<file path="src/hw/sfm_pkg.sv">
// package: constants and types of the servo fault manager
//------------------------------------------------------------------------------
//------------------------------------------------------------------------------
package sfm_pkg;
    // clock and timing
    localparam int unsigned CLK_HZ = 50_000_000;
    localparam int unsigned CLR_MIN_MS = 120;
    localparam int unsigned CLR_CYCLES = CLR_MIN_MS * (CLK_HZ / 1000);
    localparam int unsigned OVL_WAIT_S = 10;
    localparam int unsigned OVL_CYCLES = OVL_WAIT_S * CLK_HZ;
    localparam int unsigned HIST_DEPTH = 8;

    // register byte offsets on the avalon slave
    localparam logic [5:0] OFS_CTRL = 6'h00;
    localparam logic [5:0] OFS_STATUS = 6'h04;
    localparam logic [5:0] OFS_IRQ_STAT = 6'h08;
    localparam logic [5:0] OFS_IRQ_MASK = 6'h0c;
    localparam logic [5:0] OFS_OVL_ACC = 6'h10;
    localparam logic [5:0] OFS_HIST_CNT = 6'h14;
    localparam logic [5:0] OFS_HIST_BASE = 6'h20;

    // reset values and field positions
    localparam logic CTRL_RST = 1'b0;
    localparam logic [1:0] IRQ_MASK_RST = 2'h0;
    localparam int unsigned IRQ_BIT_FAULT = 0;
    localparam int unsigned IRQ_BIT_CLEARED = 1;
    localparam int unsigned ST_BIT_ACTIVE = 0;
    localparam int unsigned ST_BIT_LOCKED = 1;
    localparam int unsigned ST_BIT_OVL_OK = 2;
    localparam int unsigned ST_SUB_LSB = 8;
    localparam int unsigned ST_MAIN_LSB = 16;

    // main codes that change the block's own behaviour
    localparam logic [7:0] MAIN_OVERLOAD = 8'h10;
    localparam logic [7:0] MAIN_MOTOR_RECOG = 8'h5f;

    typedef struct packed {
        logic [7:0] main;
        logic [7:0] sub;
    } sfm_code_t;

    typedef struct packed {
        logic hist;
        logic clr;
        logic imm;
    } sfm_attr_t;

    // whole state of the manager, registered in one process
    typedef struct packed {
        logic [2:0] clr_sync;
        logic [2:0] en_sync;
        logic clr_f;
        logic en_f;
        logic [22:0] clr_cnt;
        logic active;
        logic locked;
        logic imm;
        sfm_code_t code;
        logic [28:0] ovl_cnt;
        logic [15:0] ovl_acc;
        logic [HIST_DEPTH-1:0][15:0] hist;
        logic [2:0] hist_ptr;
        logic [3:0] hist_cnt;
        logic drive_en;
        logic ctrl_seq;
        logic [1:0] irq_stat;
        logic [1:0] irq_mask;
        logic ack;
        logic [31:0] rdata;
    } sfm_state_t;
endpackage

</file>
<file path="src/hw/sfm_fault_manager.sv">
// module: servo drive protective fault manager with avalon-mm register slave
//
// Our own choices: the address map and the Avalon-MM interface to the registers.
`timescale 1ns/10ps
`default_nettype none
module sfm_fault_manager
    import sfm_pkg::*;
#(
    parameter logic [22:0] CLR_CYC = 23'(CLR_CYCLES),
    parameter logic [28:0] OVL_CYC = 29'(OVL_CYCLES)
) (
    input wire logic clk,
    input wire logic rst_b,
    input wire logic fault_valid,
    input wire sfm_code_t fault_code,
    input wire logic overload_excess,
    input wire logic fault_clear_input,
    input wire logic drive_enable_req,
    output logic fault_output,
    output logic motor_stop,
    output logic immediate_stop,
    output logic drive_enable,
    output sfm_code_t display_code,
    output logic irq,
    input wire logic [5:0] avs_address,
    input wire logic avs_read,
    input wire logic avs_write,
    input wire logic [31:0] avs_writedata,
    output logic [31:0] avs_readdata,
    output logic avs_waitrequest
);
    //--------------------------------------------------------------------------
    // state and next state
    //--------------------------------------------------------------------------
    sfm_state_t st_r;
    sfm_state_t st_nxt;
    sfm_attr_t in_attr;
    logic clr_fire;
    logic ovl_ok;
    logic req;

    // attribute lookup per code; unlisted codes are history only
    function automatic sfm_attr_t sfm_attr(input sfm_code_t c);
        sfm_attr_t a;
        a = '{hist: 1'b1, clr: 1'b0, imm: 1'b0};
        case (c.main)
            8'h0b, 8'h0d, 8'h1e, 8'h26, 8'h57: a = '{1'b0, 1'b1, 1'b0};
            8'h0c, 8'h10, 8'h1d, 8'h22, 8'h28, 8'h2a: a = '{1'b1, 1'b1, 1'b0};
            8'h0f: a = '{1'b1, 1'b0, 1'b1};
            8'h12: a = (c.sub == 8'h00) ? '{1'b1, 1'b0, 1'b1} : '{1'b1, 1'b0, 1'b0};
            8'h18, 8'h19, 8'h1b, 8'h1c, 8'h27: a = '{1'b1, 1'b1, 1'b1};
            8'h1a: a = (c.sub == 8'h00) ? '{1'b1, 1'b1, 1'b1} : '{1'b1, 1'b1, 1'b0};
            8'h24, 8'h25, 8'h5f: a = '{1'b0, 1'b0, 1'b0};
            default: a = '{1'b1, 1'b0, 1'b0};
        endcase
        return a;
    endfunction

    assign in_attr = sfm_attr(fault_code);
    assign req = avs_read | avs_write;
    // overload wait satisfied, other codes never wait
    assign ovl_ok = (st_r.code.main != MAIN_OVERLOAD) || (st_r.ovl_cnt == OVL_CYC);
    // fires once, on the cycle the filtered input completes its hold time
    assign clr_fire = st_r.clr_f && (st_r.clr_cnt == CLR_CYC - 23'h0001);

    //--------------------------------------------------------------------------
    // next-state logic
    //--------------------------------------------------------------------------
    always_comb begin
        st_nxt = st_r;
        st_nxt.ack = 1'b0;
        // pin synchronisers; only stages 1 and 2 are compared
        st_nxt.clr_sync = {st_r.clr_sync[1:0], fault_clear_input};
        st_nxt.en_sync = {st_r.en_sync[1:0], drive_enable_req};
        if (st_r.clr_sync[1] == st_r.clr_sync[2]) begin
            st_nxt.clr_f = st_r.clr_sync[2];
        end
        if (st_r.en_sync[1] == st_r.en_sync[2]) begin
            st_nxt.en_f = st_r.en_sync[2];
        end

        // hold counter saturates, so a long press clears only once
        if (!st_r.clr_f) begin
            st_nxt.clr_cnt = '0;
        end else if (st_r.clr_cnt != CLR_CYC) begin
            st_nxt.clr_cnt = st_r.clr_cnt + 23'h0001;
        end

        // overload accumulator: a clear never zeroes it, only decay without excess or reset
        if (overload_excess && st_r.ovl_acc != 16'hffff) begin
            st_nxt.ovl_acc = st_r.ovl_acc + 16'h0001;
        end else if (!overload_excess && st_r.ovl_acc != 16'h0000) begin
            st_nxt.ovl_acc = st_r.ovl_acc - 16'h0001;
        end

        // time since an overload fault was latched
        if (st_r.active && st_r.code.main == MAIN_OVERLOAD && st_r.ovl_cnt != OVL_CYC) begin
            st_nxt.ovl_cnt = st_r.ovl_cnt + 29'h0000_0001;
        end

        // clear: refused when locked or overload wait not over
        if (clr_fire && st_r.active && !st_r.locked && ovl_ok) begin
            st_nxt.active = 1'b0;
            st_nxt.imm = 1'b0;
            st_nxt.irq_stat[IRQ_BIT_CLEARED] = 1'b1;
        end

        // fault capture; the first fault owns the display
        if (fault_valid) begin
            if (in_attr.hist) begin
                st_nxt.hist[st_r.hist_ptr] = fault_code;
                st_nxt.hist_ptr = st_r.hist_ptr + 3'h1;
                if (st_r.hist_cnt != 4'(HIST_DEPTH)) begin
                    st_nxt.hist_cnt = st_r.hist_cnt + 4'h1;
                end
            end
            if (!st_nxt.active) begin
                st_nxt.active = 1'b1;
                st_nxt.code = fault_code;
                st_nxt.locked = !in_attr.clr;
                st_nxt.imm = in_attr.imm;
                st_nxt.ovl_cnt = '0;
            end else if (!in_attr.clr) begin
                // a later permanent fault still pins the error
                st_nxt.locked = 1'b1;
            end
            st_nxt.irq_stat[IRQ_BIT_FAULT] = 1'b1;
        end
        if (!st_nxt.active) begin
            st_nxt.locked = 1'b0;
        end

        // enable follows the host only with no fault pending
        st_nxt.drive_en = st_r.en_f && !st_nxt.active;

        // avalon slave: one wait state, answer on the second cycle
        if (req && !st_r.ack) begin
            st_nxt.ack = 1'b1;
            st_nxt.rdata = '0;
            if (avs_read) begin
                if (avs_address == OFS_CTRL) begin
                    st_nxt.rdata[0] = st_r.ctrl_seq;
                end else if (avs_address == OFS_STATUS) begin
                    st_nxt.rdata[ST_BIT_ACTIVE] = st_r.active;
                    st_nxt.rdata[ST_BIT_LOCKED] = st_r.locked;
                    st_nxt.rdata[ST_BIT_OVL_OK] = ovl_ok;
                    st_nxt.rdata[ST_SUB_LSB +: 8] = st_r.code.sub;
                    st_nxt.rdata[ST_MAIN_LSB +: 8] = st_r.code.main;
                end else if (avs_address == OFS_IRQ_STAT) begin
                    st_nxt.rdata[1:0] = st_r.irq_stat;
                end else if (avs_address == OFS_IRQ_MASK) begin
                    st_nxt.rdata[1:0] = st_r.irq_mask;
                end else if (avs_address == OFS_OVL_ACC) begin
                    st_nxt.rdata[15:0] = st_r.ovl_acc;
                end else if (avs_address == OFS_HIST_CNT) begin
                    st_nxt.rdata[3:0] = st_r.hist_cnt;
                    st_nxt.rdata[10:8] = st_r.hist_ptr;
                end else if (avs_address >= OFS_HIST_BASE) begin
                    st_nxt.rdata[15:0] = st_r.hist[avs_address[4:2]];
                end
            end
        end
        // write and read-clear act at the edge waitrequest is low
        if (st_r.ack && avs_write) begin
            if (avs_address == OFS_CTRL) begin
                st_nxt.ctrl_seq = avs_writedata[0];
            end else if (avs_address == OFS_IRQ_MASK) begin
                st_nxt.irq_mask = avs_writedata[1:0];
            end
        end
        if (st_r.ack && avs_read && avs_address == OFS_IRQ_STAT) begin
            // only bits the read reported are dropped, so an event
            // between the two bus cycles is not lost; set still wins
            st_nxt.irq_stat = (st_r.irq_stat & ~st_r.rdata[1:0])
                | {clr_fire && st_r.active && !st_r.locked && ovl_ok, fault_valid};
        end
    end

    //--------------------------------------------------------------------------
    // state register
    //--------------------------------------------------------------------------
    always_ff @(posedge clk or negedge rst_b) begin
        if (!rst_b) begin
            st_r <= '0;
            st_r.ctrl_seq <= CTRL_RST;
            st_r.irq_mask <= IRQ_MASK_RST;
        end else begin
            st_r <= st_nxt;
        end
    end

    //--------------------------------------------------------------------------
    // outputs
    //--------------------------------------------------------------------------
    // fault output closed (high) only while no error is latched
    assign fault_output = !st_r.active;
    assign motor_stop = st_r.active;
    assign immediate_stop = st_r.active && st_r.imm && st_r.ctrl_seq;
    assign drive_enable = st_r.drive_en;
    assign display_code = st_r.active ? st_r.code : '0;
    assign irq = |(st_r.irq_stat & st_r.irq_mask);
    assign avs_readdata = st_r.rdata;
    assign avs_waitrequest = req && !st_r.ack;
endmodule
`default_nettype wire

</file>
<file path="config.mk">
export PLATFORM = sky130hd
export DESIGN_NAME = sfm_fault_manager
export DESIGN_NICKNAME = d
export VERILOG_FILES = /design/src/hw/sfm_pkg.sv /design/src/hw/sfm_fault_manager.sv
export SDC_FILE = /design/constraint.sdc
export NUM_CORES = 1
export LEC_CHECK = 0
export ABC_CLOCK_PERIOD_IN_PS = 4890
export BUFFER_PORTS_ARGS = -buffer_cell sky130_fd_sc_hd__buf_2
export CAP_MARGIN = 20
export CELL_PAD_IN_SITES_DETAIL_PLACEMENT = 0
export CELL_PAD_IN_SITES_GLOBAL_PLACEMENT = 1
export CORE_ASPECT_RATIO = 2
export CORE_UTILIZATION = 48
export DETAILED_ROUTE_END_ITERATION = 8
export PLACE_DENSITY = 0.77
export SLEW_MARGIN = 5
export SYNTH_ARGS = -nofsm -noshare
export SYNTH_HDL_FRONTEND = slang
export SYNTH_SLANG_ARGS = --single-unit
</file>
<file path="constraint.sdc">
create_clock -name clk -period 4.89 [get_ports clk]
set_input_delay 0.489 -clock clk [delete_from_list [all_inputs] [get_ports clk]]
set_output_delay 0.489 -clock clk [all_outputs]
set_load 0.005 [all_outputs]
</file>
## After elaboration in Yosys (flattened, before gate mapping)

Cells that the tools add are included.

| cells by class | value |
|---|---|
| mux-type cells | 50 |
| $lt $le $gt $ge | 4 |
| add/subtract/negate cells | 6 |
| reduce and logical (&&, ||, !) cells | 40 |
| bitwise operators | 7 |
| equality and inequality tests | 40 |

Operators with widths:

| operator | count |
|---|---|
| two-way mux 16 bit | 15 |
| bitwise mux 128 bit | 1 |
| == test 8 x 5 -> 1 bit (second input constant) | 10 |
| two-way mux 23 bit | 3 |
| == test 8 x 6 -> 1 bit (second input constant) | 7 |
| binary-select mux 16 bit (select 3 bit) | 1 |
| demux 16 bit (select 3 bit) | 1 |
| two-way mux 48 bit | 1 |
| two-way mux 46 bit | 1 |
| two-way mux 33 bit | 1 |
| == test 8 x 4 -> 1 bit (second input constant) | 4 |
| adder 29 x 1 -> 29 bit (second input constant) | 1 |
| == test 29 bit (second input constant) | 1 |
| two-way mux 29 bit | 1 |
| != test 29 bit (second input constant) | 1 |
| two-way mux 14 bit | 2 |
| two-way mux 24 bit | 1 |
| adder 23 x 1 -> 23 bit (second input constant) | 1 |
| == test 23 bit (second input constant) | 1 |
| != test 23 bit (second input constant) | 1 |
| case mux 3 bit (7 select lines) | 1 |
| adder 16 x 1 -> 16 bit (second input constant) | 1 |
| == test 8 x 7 -> 1 bit (second input constant) | 2 |
| logical AND 1 bit | 16 |
| other kinds (39) | 72 |

| word-level totals | value |
|---|---|
| input bits | 62 |
| logic and storage cells | 176 |
| output and inout bits | 54 |
| register bits | 261 |

## Depth between registers and ports, before layout

| logic depth | value |
|---|---|
| depth in word-level cells | 19 |
| gate-level depth with buffers | 11 |
| depth with buffers taken out | 10 |

## Least setup slack after synthesis

No wires, ideal clock.

| path | value |
|---|---|
| kind | register to register |
| start | reg st_r[176] in the netlist's numbering |
| end | reg st_r[185] in the netlist's numbering |
| slack | 928 ps |
| arrival time | 3830 ps |
| buffers on the path | 0 |
| cell stages (with the launch flop) | 10 |
| setup time | 131 ps |
| clock period less this slack | 3962 ps |
| cells stage by stage | dfrtp_1 -> nand4_1 -> o41ai_1 -> ha_1 -> a211oi_1 -> o21ai_0 -> a221o_1 -> o41ai_1 -> xor2_1 -> a21oi_1 |

| between the ends | value |
|---|---|
| longest elaborated chain between the ends | 3 |

Ends and longest elaborated chain:

| what | line | RTL |
|---|---|---|
| start, declared | sfm_fault_manager.sv:35 | `sfm_state_t st_r;` |
| start signal, assigned | sfm_fault_manager.sv:188 | `st_r <= st_nxt;` |
| subtractor 16 x 1 -> 16 bit (tied with other cells) | sfm_fault_manager.sv:93 | `st_nxt.ovl_acc = st_r.ovl_acc - 16'h0001;` |
| two-way mux 16 bit (tied with other cells) | sfm_fault_manager.sv:92 | `end else if (!overload_excess && st_r.ovl_acc != 16'h0000) begin` |
| two-way mux 16 bit / nonzero test 2 bit (equally long branches) | n/a |  |

Parallel ways exist; a longest one is shown, timed or not. The select of a mux whose other input is x is not followed.
A chain may end at the register's enable or synchronous reset.

## Final worst setup path

| path | value |
|---|---|
| start | reg st_r[197] in the netlist's numbering |
| end | reg st_r[232] in the netlist's numbering |

| between the ends | value |
|---|---|
| longest elaborated chain between the ends | 6 |

Ends and longest elaborated chain:

| what | line | RTL |
|---|---|---|
| == test 29 bit | sfm_fault_manager.sv:62 | `assign ovl_ok = (st_r.code.main != MAIN_OVERLOAD) \|\| (st_r.ovl_cnt == OVL_CYC);` |
| logical OR 1 bit | sfm_fault_manager.sv:62 |  |
| logical AND 1 bit | sfm_fault_manager.sv:102 | `if (clr_fire && st_r.active && !st_r.locked && ovl_ok) begin` |
| two-way mux 1 bit | sfm_fault_manager.sv:102 |  |
| inverter 1 bit (no source line) | n/a |  |
| AND reduction 2 bit (no source line) | n/a |  |

Every way passes these cells.

==> report_table.html <==
<table>
<tr><th>Metric</th><th>Value</th></tr>
<tr><th colspan="2">Clock tree</th></tr>
<tr><td>Total number of H-tree levels</td><td>1</td></tr>
<tr><td># hold bufs at CTS</td><td>1</td></tr>
<tr><td>CTS sink cnt</td><td>~260</td></tr>
<tr><td>CTS clock-pin slew for the worst setup and hold paths</td><td>roughly 70 ps</td></tr>
<tr><td>TritonCTS Buffers</td><td>25</td></tr>
<tr><td>Clock latency on the worst-skew pair</td><td>roughly 540 ps</td></tr>
<tr><td>Max Buffers Root-to-Sink</td><td>3</td></tr>
<tr><td>Post-CTS Repair Setup Buffers</td><td>0</td></tr>
<tr><td>Post-CTS Resized</td><td>0</td></tr>
<tr><td>Library cell used as clock root buffer</td><td>clkbuf_16</td></tr>
<tr><td>CTS tree</td><td>yes</td></tr>
<tr><th colspan="2">Cells and area</th></tr>
<tr><td>Most frequent cells in the layout</td><td>dfrtp_1 (261), nand2_1 (81), buf_2 (76)</td></tr>
<tr><td># diodes</td><td>0</td></tr>
<tr><td>Area taken by flip-flops and latches</td><td>about 6500 um2</td></tr>
<tr><td>Cell Count, Final, Fillers Out</td><td>approximately 1600</td></tr>
<tr><td>Layout overhead on the synthesized area</td><td>10.06%</td></tr>
<tr><td>Post-layout net count</td><td>about 1300</td></tr>
<tr><td>Layout cells sized above 1</td><td>0.1767</td></tr>
<tr><td>Area of combinational cells with multiple inputs</td><td>~6000 um2</td></tr>
<tr><td>Commonest non-fill, non-tap cell in the layout</td><td>dfrtp_1</td></tr>
<tr><td>Filler cell count</td><td>between 2000 and 2500</td></tr>
<tr><th colspan="2">Setup path</th></tr>
<tr><td>Worst Path Buf+Inv</td><td>1</td></tr>
<tr><td>Worst-case register-to-register setup slack</td><td>between 1500 and 2000 ps</td></tr>
<tr><td>Classification of the worst setup path</td><td>flop to flop</td></tr>
<tr><td>Reg2Reg Launch Point</td><td>st_r[197]</td></tr>
<tr><td>Worst setup SP type</td><td>flop</td></tr>
<tr><td>Cell family contributing the most delay on the critical path</td><td>simple AND/OR/NAND/NOR gates</td></tr>
<tr><td>Critical path capture point type</td><td>flop</td></tr>
<tr><td>Most frequent cell on the critical path</td><td>or4_4</td></tr>
<tr><td>Delay of the slowest cell on the worst path</td><td>around 620 ps</td></tr>
<tr><td>Data required time of the worst path</td><td>approximately 5300 ps</td></tr>
<tr><td>Cells traversed along the worst timing path</td><td>or4_4 -&gt; nor4_4 -&gt; a21oi_2 -&gt; or4_4 -&gt; a21boi_2 -&gt; buf_4 -&gt; mux2_2</td></tr>
<tr><td>Worst endpoint data arrival time</td><td>about 3600 ps</td></tr>
<tr><td>Worst Path Max Fanout</td><td>37</td></tr>
<tr><td>Crit path max-delay cell type</td><td>or4_4</td></tr>
<tr><td>Endpoint of the most critical register-to-register path</td><td>st_r[232]</td></tr>
<tr><td>Launch point of the worst path</td><td>st_r[197]</td></tr>
<tr><td>Worst reg-to-reg path cell count</td><td>7</td></tr>
<tr><th colspan="2">Pwr</th></tr>
<tr><td>Max VDD drop</td><td>around 0.27 mV</td></tr>
<tr><td>Static Leak</td><td>6.353 nW</td></tr>
<tr><td>Power per standard cell area</td><td>approximately 530 nW/um2</td></tr>
<tr><th colspan="2">Synth</th></tr>
<tr><td>Library cell with the largest summed area after synthesis</td><td>dfrtp_1</td></tr>
<tr><td>Primary flip-flop cell chosen by synthesis mapping</td><td>dfrtp_1</td></tr>
<tr><td>Count of flip-flops with a built-in enable after synthesis</td><td>0</td></tr>
<tr><td>Share of the yosys chip area belonging to registers</td><td>0.4959</td></tr>
<tr><td>Flip-flop and latch count after synthesis</td><td>261</td></tr>
<tr><td>Total number of yosys warnings</td><td>0</td></tr>
<tr><td>Gate count after technology mapping</td><td>between 1000 and 1500</td></tr>
<tr><td>Yosys top cell area share</td><td>0.4959</td></tr>
<tr><td>Mean instance size in the synthesized netlist</td><td>11.17 um2</td></tr>
<tr><td>Share of async-settable or async-resettable flops after synthesis</td><td>1.000</td></tr>
<tr><td>Netlist area before placement</td><td>~13000 um2</td></tr>
<tr><td>Synth top area cells</td><td>dfrtp_1 (50%), a22o_1 (4.7%), mux4_2 (4.4%), o2bb2ai_1 (4.0%), mux2_2 (3.2%)</td></tr>
<tr><td>Distinct cells, synth</td><td>67</td></tr>
<tr><th colspan="2">Placed design</th></tr>
<tr><td>Routability Congestion</td><td>roughly 0.86</td></tr>
<tr><td>Pre-CTS setup slack</td><td>1634 ps</td></tr>
<tr><td>IO buf count</td><td>77</td></tr>
<tr><td>Placed cell count</td><td>approximately 1500</td></tr>
<tr><td>HPWL Detailed</td><td>25010 um</td></tr>
<tr><th colspan="2">STA</th></tr>
<tr><td>RSZ-0062 raised after global routing</td><td>no</td></tr>
<tr><td>Pins Over Slew Limit</td><td>0</td></tr>
<tr><td>Setup-failing EPs final</td><td>0</td></tr>
<tr><td>Fin crit share</td><td>0.6494</td></tr>
<tr><td>Final Hold Viols</td><td>0</td></tr>
<tr><td>Worst slew margin relative to its limit</td><td>0.3170</td></tr>
<tr><td>Actual slew at the worst max-slew pin</td><td>~1000 ps</td></tr>
<tr><td>Max Clock Skew</td><td>between 15 and 20 ps</td></tr>
<tr><td>Fmax</td><td>314.9 MHz</td></tr>
<tr><td>Worst hold margin</td><td>approximately 48 ps</td></tr>
<tr><td>Time the final worst path needs with I/O delays and setup</td><td>3176 ps</td></tr>
<tr><td>Setup TNS</td><td>0 ps</td></tr>
<tr><td>Final setup margin</td><td>~1700 ps</td></tr>
<tr><th colspan="2">Hold path</th></tr>
<tr><td>Class of the worst hold path</td><td>primary input to flop</td></tr>
<tr><td>Endpoint, Worst Hold</td><td>st_nxt[267]</td></tr>
<tr><td>Hold wc startpoint</td><td>fault_clear_input</td></tr>
<tr><td>Cell depth of the worst min-delay path</td><td>1</td></tr>
<tr><th colspan="2">Global routing</th></tr>
<tr><td>Total routing usage reported by global routing</td><td>0.2728</td></tr>
<tr><td>Maximum number of pins on one net before global-route repair</td><td>a little over 100</td></tr>
<tr><td>Sum of overflow across all layers after global routing</td><td>0</td></tr>
<tr><td>Global-route wire length before repair</td><td>just under 60000 um</td></tr>
<tr><td>Antenna violations before repair</td><td>2</td></tr>
<tr><td>Number of global-route vias before repair</td><td>10150</td></tr>
<tr><th colspan="2">Die</th></tr>
<tr><td>Die outline width</td><td>approximately 120 um</td></tr>
<tr><td>Core Rows</td><td>85</td></tr>
<tr><td>Die Y</td><td>roughly 240 um</td></tr>
<tr><td>Starting density of the core</td><td>0.4895</td></tr>
<tr><td>Total die area</td><td>roughly 28000 um2</td></tr>
<tr><td>Core Box Area</td><td>26910 um2</td></tr>
<tr><td>Number of primary I/O pins</td><td>roughly 120</td></tr>
<tr><th colspan="2">Routing</th></tr>
<tr><td>Violation count after the first detailed-routing iteration</td><td>740</td></tr>
<tr><td>Via count</td><td>a little under 10000</td></tr>
<tr><td>Number of nets with antenna violations after routing</td><td>0</td></tr>
<tr><td>Vias per inst</td><td>slightly above 6</td></tr>
<tr><td>DRC violations left</td><td>0</td></tr>
<tr><td>Post-Route WL</td><td>37200 um</td></tr>
<tr><td>Detailed-route wire length per cell</td><td>around 24 um</td></tr>
<tr><td>First drt pass iteration count</td><td>5</td></tr>
<tr><th colspan="2">Run status</th></tr>
<tr><td>Run status</td><td>completed</td></tr>
<tr><th colspan="2">Run</th></tr>
<tr><td>Max-cap violations</td><td>0</td></tr>
</table>
-- metrics by stage --
step	cell area, um2	utilization	power (W)
6_report	14500	0.5387	0.007654
3_3_place_gp	13700	0.5093	0.005688
4_1_cts	14500	0.5387	0.007669
2_1_floorplan	13200	-	0.004966
3_5_place_dp	13700	0.5093	0.005753
5_1_grt	14500	0.5387	0.008050
-- sequential cells by signal, summed over array words and instances (netlist names) --
| name | count |
|---|---|
| st_nxt | 4 |
| avs_readdata | 24 |
| drive_enable | 1 |
| motor_stop | 1 |
| st_r | 231 |
-- area by class of cell --
type	instances	area share
clock buffers	35	0.05058
clock inverters	8	0.003280
inverters	19	0.004920
multi-input cells	814	0.4242
flip-flops and latches	261	0.4506
well taps	348	0.03004
repair buffers	91	0.03643
-- synth_stat cells, types with 15 or more instances --
master	count
buf_4	33
mux2_2	37
nand2_1	81
nor2b_1	23
nor3_1	19
a21oi_1	22
and2_1	34
nor4_1	15
nor2_1	70
a22o_1	70
inv_1	19
nand4_1	19
mux4_2	26
nand3_1	44
clkbuf_1	47
dfrtp_1	261
o2bb2ai_1	60
xor2_1	38
o21ai_0	43
xnor2_1	23
ha_1	21
-- report_power, final --
group | switching (W) | total, W | internal [W]
Sequential | 0.000512 | 0.00334 | 0.00282
Clock | 0.000851 | 0.00189 | 0.00104
Combinational | 0.00129 | 0.00243 | 0.00113
-- logic make-up after synthesis --
kind of cell,share of synthesized area
AO/OA/AOI/OAI,0.1594
XOR/XNOR,0.04057
multiplexers,0.09434
AND/OR/NAND/NOR,0.1435
flip-flops,0.4959
adder cells (fa/ha/maj),0.02299
other,0.0002847
buffers and inverters,0.04304
-- per-layer routing --
metal | vias up | GRT usage | routed length [um]
li1 | 4384 | - | -
met1 | 5047 | 0.3102 | 13930
met2 | 265 | 0.4822 | 19490
met3 | 79 | 0.02708 | 1328
met4 | 2 | 0.1761 | 2441
met5 | - | 0 | 10
-- how the worst max path moves through the flow --
stage           endpoint  slack, ps  cells after the start
4_1_cts        st_r[232]       1670                      7
6_report       st_r[232]       1710                      7
2_1_floorplan  st_r[185]        930                      9
3_3_place_gp   st_r[112]       1640                      7
5_1_grt        st_r[232]       1590                      7
3_5_place_dp   st_r[121]       1630                      7
(Power assumes the default switching activity.)
